## config.mk

```make
export PLATFORM = sky130hd
export DESIGN_NAME = pseudo_noise_spread_modulator
export DESIGN_NICKNAME = d
export VERILOG_FILES = /design/src/spread_mod_pkg.sv /design/src/toggle_detector.sv /design/src/pseudo_noise_spread_modulator.sv
export SDC_FILE = /design/constraint.sdc
export NUM_CORES = 1
export LEC_CHECK = 0
export ABC_AREA = 1
export BUFFER_PORTS_ARGS = -buffer_cell sky130_fd_sc_hd__buf_2
export CORE_UTILIZATION = 66
export DETAILED_ROUTE_END_ITERATION = 6
export HOLD_SLACK_MARGIN = 0.05
export PLACE_DENSITY = 0.86
export SETUP_SLACK_MARGIN = 0.05
export SLEW_MARGIN = 20
export SYNTH_ARGS = -nofsm -noshare
export SYNTH_HDL_FRONTEND = slang
export SYNTH_SLANG_ARGS = --single-unit
```

## constraint.sdc

```tcl
create_clock -name clock -period 9.3 [get_ports clock]
set_input_delay 1.395 -clock clock [delete_from_list [all_inputs] [get_ports clock]]
set_output_delay 1.395 -clock clock [all_outputs]
set_load 0.01 [all_outputs]
```

## src/spread_mod_pkg.sv

```systemverilog
package spread_mod_pkg;
    // Shift register geometry
    localparam int LFSR_WIDTH = 15;
    localparam logic [14:0] LFSR_SEED = 15'h0001;
    // Feedback taps for x^15 + x^14 + 1 (maximal length)
    localparam int TAP_HIGH = 14;
    localparam int TAP_LOW = 13;
    localparam int CODE_WIDTH = 7;
    localparam int CODE_LSB = 8;
    localparam logic [6:0] CODE_MID = 7'h40;
    // Rate dividers for each strap level
    localparam int DIV_LOW = 16;
    localparam int DIV_FLOAT = 32;
    localparam int DIV_HIGH = 64;
    localparam int DIV_CNT_WIDTH = 6;
    // Strap pin level encoding
    localparam logic [1:0] PIN_LOW = 2'h0;
    localparam logic [1:0] PIN_FLOAT = 2'h1;
    localparam logic [1:0] PIN_HIGH = 2'h2;
    // Toggle detector: edges counted inside one window of output clocks
    localparam int DET_WINDOW = 16;
    localparam int DET_EDGES = 4;
    localparam int DET_CNT_WIDTH = 5;
    // Scale bounds in tenths of set_current
    localparam int SCALE_MIN_TENTHS = 9;
    localparam int SCALE_MAX_TENTHS = 11;
    // Filter shift: pole near one step period
    localparam int FILT_FRAC = 6;
endpackage

```

## src/toggle_detector.sv

```systemverilog
`timescale 1ns/10ps
`default_nettype none
module toggle_detector
    import spread_mod_pkg::*;
(
    // Clock and reset
    input wire logic clock,
    input wire logic rst,
    // Pin sample and result
    input wire logic pinHigh,
    output logic toggling
);
    logic prevPin, next_prevPin;
    logic [DET_CNT_WIDTH-1:0] winCnt, next_winCnt;
    logic [DET_CNT_WIDTH-1:0] edgeCnt, next_edgeCnt;
    logic next_toggling;
    logic [DET_CNT_WIDTH-1:0] edgeSum;

    // Many edges per window means the pin follows an output clock
    always_comb
    begin
        // Count the edge of the window's last cycle before judging
        edgeSum = edgeCnt;
        if (pinHigh != prevPin && edgeCnt != 5'h1f)
            edgeSum = edgeCnt + 5'h01;
        next_prevPin = pinHigh;
        next_winCnt = winCnt + 5'h01;
        next_edgeCnt = edgeSum;
        next_toggling = toggling;
        if (winCnt == DET_CNT_WIDTH'(DET_WINDOW - 1))
        begin
            next_winCnt = '0;
            next_edgeCnt = '0;
            next_toggling = (edgeSum >= DET_CNT_WIDTH'(DET_EDGES));
        end
    end

    always_ff @(posedge clock or posedge rst)
    begin
        if (rst)
        begin
            prevPin <= 1'b0;
            winCnt <= '0;
            edgeCnt <= '0;
            toggling <= 1'b0;
        end
        else
        begin
            prevPin <= next_prevPin;
            winCnt <= next_winCnt;
            edgeCnt <= next_edgeCnt;
            toggling <= next_toggling;
        end
    end
endmodule // toggle_detector
`default_nettype wire

```

## src/pseudo_noise_spread_modulator.sv

```systemverilog
`timescale 1ns/10ps
`default_nettype none
// Overview of operation
// - Pseudo noise comes from a fifteen-bit linear feedback shift register.
// - Sequence is maximal, repeating after 2^15-1 steps times the divider.
// - Seven register bits form a 128-level code, updated once per step.
// - Register advances once every divider cycles of the output clock.
// - Pin low selects divide 16, floating 32, tied high 64.
// - Toggling near output frequency on the pin stops modulation.
// - Code scales control current between 0.9 and 1.1 of set current.
// - Stepped converter output is single-pole lowpassed at the step rate.
// - With spreading off, frequency stays at nominal with no modulation.
module pseudo_noise_spread_modulator
    import spread_mod_pkg::*;
#(
    parameter int LFSR_BITS = LFSR_WIDTH
)
(
    // Clock (divided output clock) and power-up reset
    input wire logic clock,
    input wire logic rst,
    // Spread rate pin, resolved by the analog front end
    input wire logic [1:0] pinLevel,
    input wire logic pinHigh,
    // Converter code and filtered control
    output logic [CODE_WIDTH-1:0] scaleCode,
    output logic [CODE_WIDTH+FILT_FRAC-1:0] filteredCode,
    output logic stepStrobe,
    output logic spreadActive,
    output logic [1:0] rateSelect
);
    // Taps and code bits are laid out for fifteen bits only
    if (LFSR_BITS != LFSR_WIDTH)
    begin : g_width_check
        $error("Only a fifteen-bit register is supported");
    end

    ////////////////////////////////////////////////////////////////////////
    // Pin decode
    logic toggling;
    logic [1:0] pinRate;

    toggle_detector u_toggle_detector (
        .clock(clock),
        .rst(rst),
        .pinHigh(pinHigh),
        .toggling(toggling)
    );

    always_comb
    begin
        case (pinLevel)
            PIN_LOW: pinRate = 2'h0;
            PIN_FLOAT: pinRate = 2'h1;
            PIN_HIGH: pinRate = 2'h2;
            default: pinRate = 2'h1;
        endcase
    end

    ////////////////////////////////////////////////////////////////////////
    // Rate divider and shift register
    logic [DIV_CNT_WIDTH-1:0] divCnt, next_divCnt;
    logic [LFSR_WIDTH-1:0] lfsr, next_lfsr;
    logic [1:0] next_rateSelect;
    logic next_spreadActive;
    logic [CODE_WIDTH-1:0] next_scaleCode;
    logic [DIV_CNT_WIDTH-1:0] divLast;
    logic stepNow;

    always_comb
    begin
        case (rateSelect)
            2'h0: divLast = DIV_CNT_WIDTH'(DIV_LOW - 1);
            2'h1: divLast = DIV_CNT_WIDTH'(DIV_FLOAT - 1);
            default: divLast = DIV_CNT_WIDTH'(DIV_HIGH - 1);
        endcase
        stepNow = (divCnt >= divLast);
        next_divCnt = stepNow ? '0 : divCnt + 6'h01;
        next_lfsr = lfsr;
        next_rateSelect = rateSelect;
        next_spreadActive = spreadActive;
        next_scaleCode = scaleCode;
        if (stepNow)
        begin
            // Selection changes only here, so a step never runs short
            next_rateSelect = pinRate;
            next_spreadActive = !toggling;
            // Maximal-length feedback keeps a nonzero state nonzero
            next_lfsr = {lfsr[LFSR_WIDTH-2:0], lfsr[TAP_HIGH] ^ lfsr[TAP_LOW]};
            if (next_lfsr == '0)
                next_lfsr = LFSR_SEED;
            next_scaleCode = next_spreadActive
                ? next_lfsr[CODE_LSB+CODE_WIDTH-1:CODE_LSB] : CODE_MID;
        end
        if (toggling)
        begin
            // Detector stops modulation at once, not waiting for a step
            next_spreadActive = 1'b0;
            next_scaleCode = CODE_MID;
        end
    end

    always_ff @(posedge clock or posedge rst)
    begin
        if (rst)
        begin
            divCnt <= '0;
            lfsr <= LFSR_SEED;
            rateSelect <= 2'h0;
            spreadActive <= 1'b0;
            scaleCode <= CODE_MID;
            stepStrobe <= 1'b0;
        end
        else
        begin
            divCnt <= next_divCnt;
            lfsr <= next_lfsr;
            rateSelect <= next_rateSelect;
            spreadActive <= next_spreadActive;
            scaleCode <= next_scaleCode;
            stepStrobe <= stepNow;
        end
    end

    ////////////////////////////////////////////////////////////////////////
    // Single-pole smoothing; step count is the rate divider
    // Code 0..127 maps to 0.9..1.1 of set current in the converter
    logic [CODE_WIDTH+FILT_FRAC-1:0] next_filteredCode;
    logic [CODE_WIDTH+FILT_FRAC:0] filtSum;
    logic [CODE_WIDTH+FILT_FRAC-1:0] target;
    logic [2:0] filtShift;

    always_comb
    begin
        target = {scaleCode, {FILT_FRAC{1'b0}}};
        case (rateSelect)
            2'h0: filtShift = 3'h4;
            2'h1: filtShift = 3'h5;
            default: filtShift = 3'h6;
        endcase
        if (target >= filteredCode)
        begin
            filtSum = {1'b0, filteredCode} + {1'b0, (target - filteredCode) >> filtShift};
            if (((target - filteredCode) >> filtShift) == '0 && target != filteredCode)
                filtSum = {1'b0, filteredCode} + 14'h0001;
        end
        else
        begin
            filtSum = {1'b0, filteredCode} - {1'b0, (filteredCode - target) >> filtShift};
            if (((filteredCode - target) >> filtShift) == '0)
                filtSum = {1'b0, filteredCode} - 14'h0001;
        end
        next_filteredCode = filtSum[CODE_WIDTH+FILT_FRAC-1:0];
    end

    always_ff @(posedge clock or posedge rst)
    begin
        if (rst)
            filteredCode <= {CODE_MID, {FILT_FRAC{1'b0}}};
        else
            filteredCode <= next_filteredCode;
    end

    ////////////////////////////////////////////////////////////////////////
    // Checks
    // Register state and stepping
    AST_NO_LOCKUP: assert property (@(posedge clock) disable iff (rst)
        lfsr != '0) else $error("Shift register hit all-zero state");
    AST_SHIFT_ON_STEP: assert property (@(posedge clock) disable iff (rst)
        stepNow |=> lfsr == {$past(lfsr[13:0]), $past(lfsr[14]) ^ $past(lfsr[13])})
        else $error("Shift register did not advance on step");
    AST_HOLD_BETWEEN: assert property (@(posedge clock) disable iff (rst)
        !stepNow |=> $stable(lfsr)) else $error("Shift register moved between steps");
    AST_STROBE_ONE_CYCLE: assert property (@(posedge clock) disable iff (rst)
        stepStrobe |=> !stepStrobe) else $error("Step strobe stood too long");

    // Step spacing per rate
    AST_DIV16: assert property (@(posedge clock) disable iff (rst)
        (stepStrobe && rateSelect == 2'h0) |-> ##16 stepStrobe)
        else $error("Divide-by-16 spacing wrong");
    AST_DIV32: assert property (@(posedge clock) disable iff (rst)
        (stepStrobe && rateSelect == 2'h1) |-> ##32 stepStrobe)
        else $error("Divide-by-32 spacing wrong");
    AST_DIV64: assert property (@(posedge clock) disable iff (rst)
        (stepStrobe && rateSelect == 2'h2) |=> !stepStrobe [*8])
        else $error("Divide-by-64 stepped too soon");
    AST_DIV64_SPACING: assert property (@(posedge clock) disable iff (rst)
        (stepStrobe && rateSelect == 2'h2) |-> ##64 stepStrobe)
        else $error("Divide-by-64 spacing wrong");
    AST_RATE_ON_STEP: assert property (@(posedge clock) disable iff (rst)
        $changed(rateSelect) |-> stepStrobe)
        else $error("Rate changed off a step boundary");
    AST_REENABLE_ON_STEP: assert property (@(posedge clock) disable iff (rst)
        $rose(spreadActive) |-> stepStrobe)
        else $error("Spreading resumed off a step boundary");

    // Code and modulation state
    AST_CODE_BITS: assert property (@(posedge clock) disable iff (rst)
        (stepStrobe && spreadActive) |-> scaleCode == lfsr[14:8])
        else $error("Code does not follow register bits");
    AST_CODE_ON_STEP: assert property (@(posedge clock) disable iff (rst)
        $changed(scaleCode) |-> stepStrobe || $past(toggling))
        else $error("Code changed between steps");
    AST_STOP_ON_TOGGLE: assert property (@(posedge clock) disable iff (rst)
        toggling |=> !spreadActive && scaleCode == CODE_MID)
        else $error("Modulation not stopped");
    AST_NOMINAL_HOLD: assert property (@(posedge clock) disable iff (rst)
        (!spreadActive && !$past(spreadActive)) |-> scaleCode == CODE_MID)
        else $error("Code moved while spreading off");

    // Smoothing filter
    AST_FILT_MOVES: assert property (@(posedge clock) disable iff (rst)
        (filteredCode != target) |=> filteredCode != $past(filteredCode))
        else $error("Filter stalled short of its target");
    AST_FILT_UP: assert property (@(posedge clock) disable iff (rst)
        (filteredCode <= target) |=> filteredCode <= $past(target))
        else $error("Filter overshot upward");
    AST_FILT_DOWN: assert property (@(posedge clock) disable iff (rst)
        (filteredCode >= target) |=> filteredCode >= $past(target))
        else $error("Filter overshot downward");
endmodule // pseudo_noise_spread_modulator
`default_nettype wire

```

==> summary.md <==
| Metric | Value |
|---|---|
| Setup TNS | 0 ns |
| Count leader, synth | nand2_1 |
| H-tree depth | 3 |
| Post-synthesis mux area share | 0.483% |
| First-pass GRT wire length | ~16 mm |
| Die height | slightly above 80 µm |
| All-layer global routing usage | 32.6% |
| Clk_skew | between 0.006 and 0.007 ns |
| YS warnings | 0 |
| Clk Tree Root Cell | clkbuf_8 |
| Worst hold path class | flop to flop |
| Synth Area in Compound Gates | ~11% |
| Port Buf Inserts | 28 |
| Die Wd | 81.3 µm |
| Largest area contributor in the netlist | dfrtp_1 |
| Relative slew slack | about half |
| Slew Viols, Final | 0 |
| Resize count post-CTS | 0 |
| # Post-CTS Setup Buffers | 0 |
| Hold path startpoint | divCnt[0] |
| CTS Buffer Depth | 2 |
| # IOs | 29 |
| Register bit total from synthesis | 57 |
| N_diodes | 0 |
| Crit Path Class | flop to flop |
| Starting density of the core | between 60% and 70% |
| Dpl ws | around 5 ns |
| Die area | approximately 6600 µm² |
| Maximum VDD drop | 0.000118 V |
| Total power | around 560 µW |
| Avg Inst Size Synth | about 7.2 µm² |
| Sequential fraction of the synthesis area | around a third |
| Cts hold-fix bufs | 0 |
| Xor/xnor share of the synthesized area | 4.01% |
| WL final | 9.97 mm |
| Nets@finish | 640 |
| Post-Syn Area | 4150 µm² |
| Leakage | around 0.0024 µW |
| Worst setup margin | ~4.7 ns |
| HPWL Detailed | roughly 7.4 mm |
| Sink Count | 57 |
| Worst skew pair latency | between 0.3 and 0.4 ns |
| Vias in the first global route | approximately 3700 |
| Post-synth EDFFs | 0 |
| Unrepaired setup endpoints after global routing | no |
| GRT overflow | 0 |
| R2R cell count | 27 |
| Vias/cell | about 5.8 |
| DRT iter0 DRCs | 382 |
| Via Count | slightly below 4000 |
| List of most frequent post-synthesis cells | 126 x nand2_1, 75 x inv_1, 69 x nor2_1 |
| Setup Viol. Count Final | 0 |
| Post-route ant nets | 0 |
| Final core occ | about three quarters |
| Drt wl/cell | between 10 and 15 µm |
| RR Startpoint | filteredCode[8] |
| Minimum clock period | 4.57 ns |
| Area contributors post-synth | dfrtp_1 33%, nand2_1 11%, ha_1 9.7% |
| CTS tree | done |
| Arrival time at the worst endpoint | about 4.8 ns |
| Critical Path RT | roughly 9.6 ns |
| Min-Delay Path Depth | 1 |
| Post-synth top area share | about 33% |
| Final worst path period share | 49.1% |
| Pwr per Cell Area | 122 nW/µm² |
| Final hold viol count | 0 |
| Worst-path clk slew | 0.07 ns |
| Mapped Cells | 573 |
| Post-synthesis adder-cell area fraction | roughly a tenth |
| Tightest Pin Transition | around 0.77 ns |
| Final GP Congestion | between 0.9 and 1 |
| Residual DRC | 0 |
| CP startpoint kind | flop |
| Num CTS Buffers | 9 |
| Element type at the critical path end | flop |
| Async set-reset flop share out of synthesis | between 90% and 100% |
| Crit path from | filteredCode[8] |
| WHS | roughly 0.47 ns |
| Status | complete, no violations |
| Yosys cell types | a little over 40 |
| Max Cap Viol | 0 |
| Synth Net Count | ~610 |
| Largest net degree at the start of global routing | 58 |
| Crit path max fanout | 9 |
| Combinational family with the most area after synthesis | simple AND/OR/NAND/NOR gates |
| FP Rows | 28 |
| Share of post-route cells with drive strength above 1 | a little under an eighth |
| Post-Synth Simple-Gate Area | 30.7% |
| Synthesis-to-finish area growth | 9.99% |
| Initial antenna violation count | 0 |
| Core Area | 5990 µm² |
| Post-synth top flop | dfrtp_1 |
| F_max | 0.219 GHz |
| First-pass detailed-route iteration total | 6 |
[flip-flops by register name, summed over array words and instances, names as in the netlist, 2 cells and up]
| register | count |
|---|---|
| scaleCode | 7 |
| u_toggle_detector.edgeCnt | 5 |
| u_toggle_detector.winCnt | 5 |
| filteredCode | 13 |
| rateSelect | 2 |
| lfsr | 15 |
| divCnt | 6 |
[placed cells by master, fill, tap and decap left out, types with 2 or more instances in the layout]
| cell | netlist | final |
|---|---|---|
| nand2_1 | 126 | 126 |
| inv_1 | 75 | 74 |
| nor2_1 | 69 | 69 |
| nand3_1 | 67 | 67 |
| dfrtp_1 | 54 | 54 |
| a21oi_1 | 32 | 32 |
| ha_1 | 32 | 32 |
| buf_2 | 1 | 28 |
| o21ai_0 | 15 | 15 |
| xor2_1 | 12 | 12 |
| clkbuf_8 | 0 | 10 |
| nor3_1 | 7 | 7 |
| inv_2 | 6 | 7 |
| o21ai_1 | 7 | 7 |
| nand4_1 | 7 | 7 |
| xnor2_1 | 7 | 7 |
| a211oi_1 | 5 | 5 |
| nand2_2 | 4 | 4 |
| a21oi_2 | 4 | 4 |
| a21o_1 | 3 | 3 |
| bufinv_16 | 0 | 3 |
| dfstp_2 | 3 | 3 |
| nor2_2 | 2 | 2 |
| nor2_4 | 2 | 2 |
| nand3b_1 | 2 | 2 |
| o211ai_1 | 2 | 2 |
| and2_1 | 2 | 2 |
| mux2i_1 | 2 | 2 |
| a31oi_1 | 2 | 2 |
| nor4_1 | 2 | 2 |
| fa_1 | 2 | 2 |
[cell families after synthesis]
logic type               Yosys count
buffers and inverters             93
AND/OR/NAND/NOR                  292
XOR/XNOR                          19
adder cells (fa/ha/maj)           34
multiplexers                       2
AO/OA/AOI/OAI                     76
flip-flops                        57
[report_power, final]
part | switching [µW] | internal, µW | leakage, µW | total [µW]
combinational | 10.0 | 4.03 | 0.00155 | 14.1
clock | 104 | 184 | 0.000122 | 288
sequential | 5.21 | 251 | 0.000721 | 256
[stage by stage]
stage | instances | instance area (µm²)
2_1_floorplan | 573 | 4150
3_3_place_gp | 665 | 4320
3_5_place_dp | 665 | 4320
4_1_cts | 680 | 4560
5_1_grt | 680 | 4560
6_report | 680 | 4560
[area by class of cell]
cell class,instances,area (µm²)
multi-input cells,423,2340
flip-flops and latches,57,1430
fillers,457,1430
inverters,81,304
repair buffers,29,148
clock buffers,10,138
clock inverters,5,104
well taps,75,93.8
[path summary, 6_finish.rpt]
| kind | end | slack (ns) |
|---|---|---|
| max in group asynchronous | filteredCode[6] | 7.57 |
| hold reg to reg | divCnt[0] | 0.47 |
| min in group asynchronous | lfsr[3] | 1.25 |
| setup / recovery | filteredCode[9] | 4.73 |
| setup reg to reg | filteredCode[9] | 4.73 |
| hold / removal | divCnt[0] | 0.47 |
[metal layers]
layer	vias to the layer above	global-route usage [%]	share of wire, %	routed length, µm
li1	1929	-	-	-
met3	33	5.96	5.2	522
met5	-	0	0	0
met1	1815	40.7	44	4440
met4	0	13.6	3.3	333
met2	145	54.9	47	4680
[critical path, cell delays in order (launching register included)]
cell and delay [ns]:
dfrtp_1 0.44, ha_1 0.54, nand2_2 0.16, nor2_4 0.15, nand2_1 0.11, nand3_1 0.11, nand2_1 0.06, nand3_1 0.12
nand2_1 0.10, nand2_1 0.07, nor2_1 0.04, nand2_1 0.14, nand2_1 0.08, inv_1 0.06, ha_1 0.15, inv_1 0.08
nor3_4 0.26, nand2_1 0.10, xnor2_1 0.14, nand2_1 0.06, o21a_1 0.11, ha_1 0.33, a21oi_1 0.18, o21ai_0 0.16
a21o_1 0.21, a21o_1 0.16, a21oi_1 0.19, xnor2_1 0.17
(Power assumes the default switching activity.)
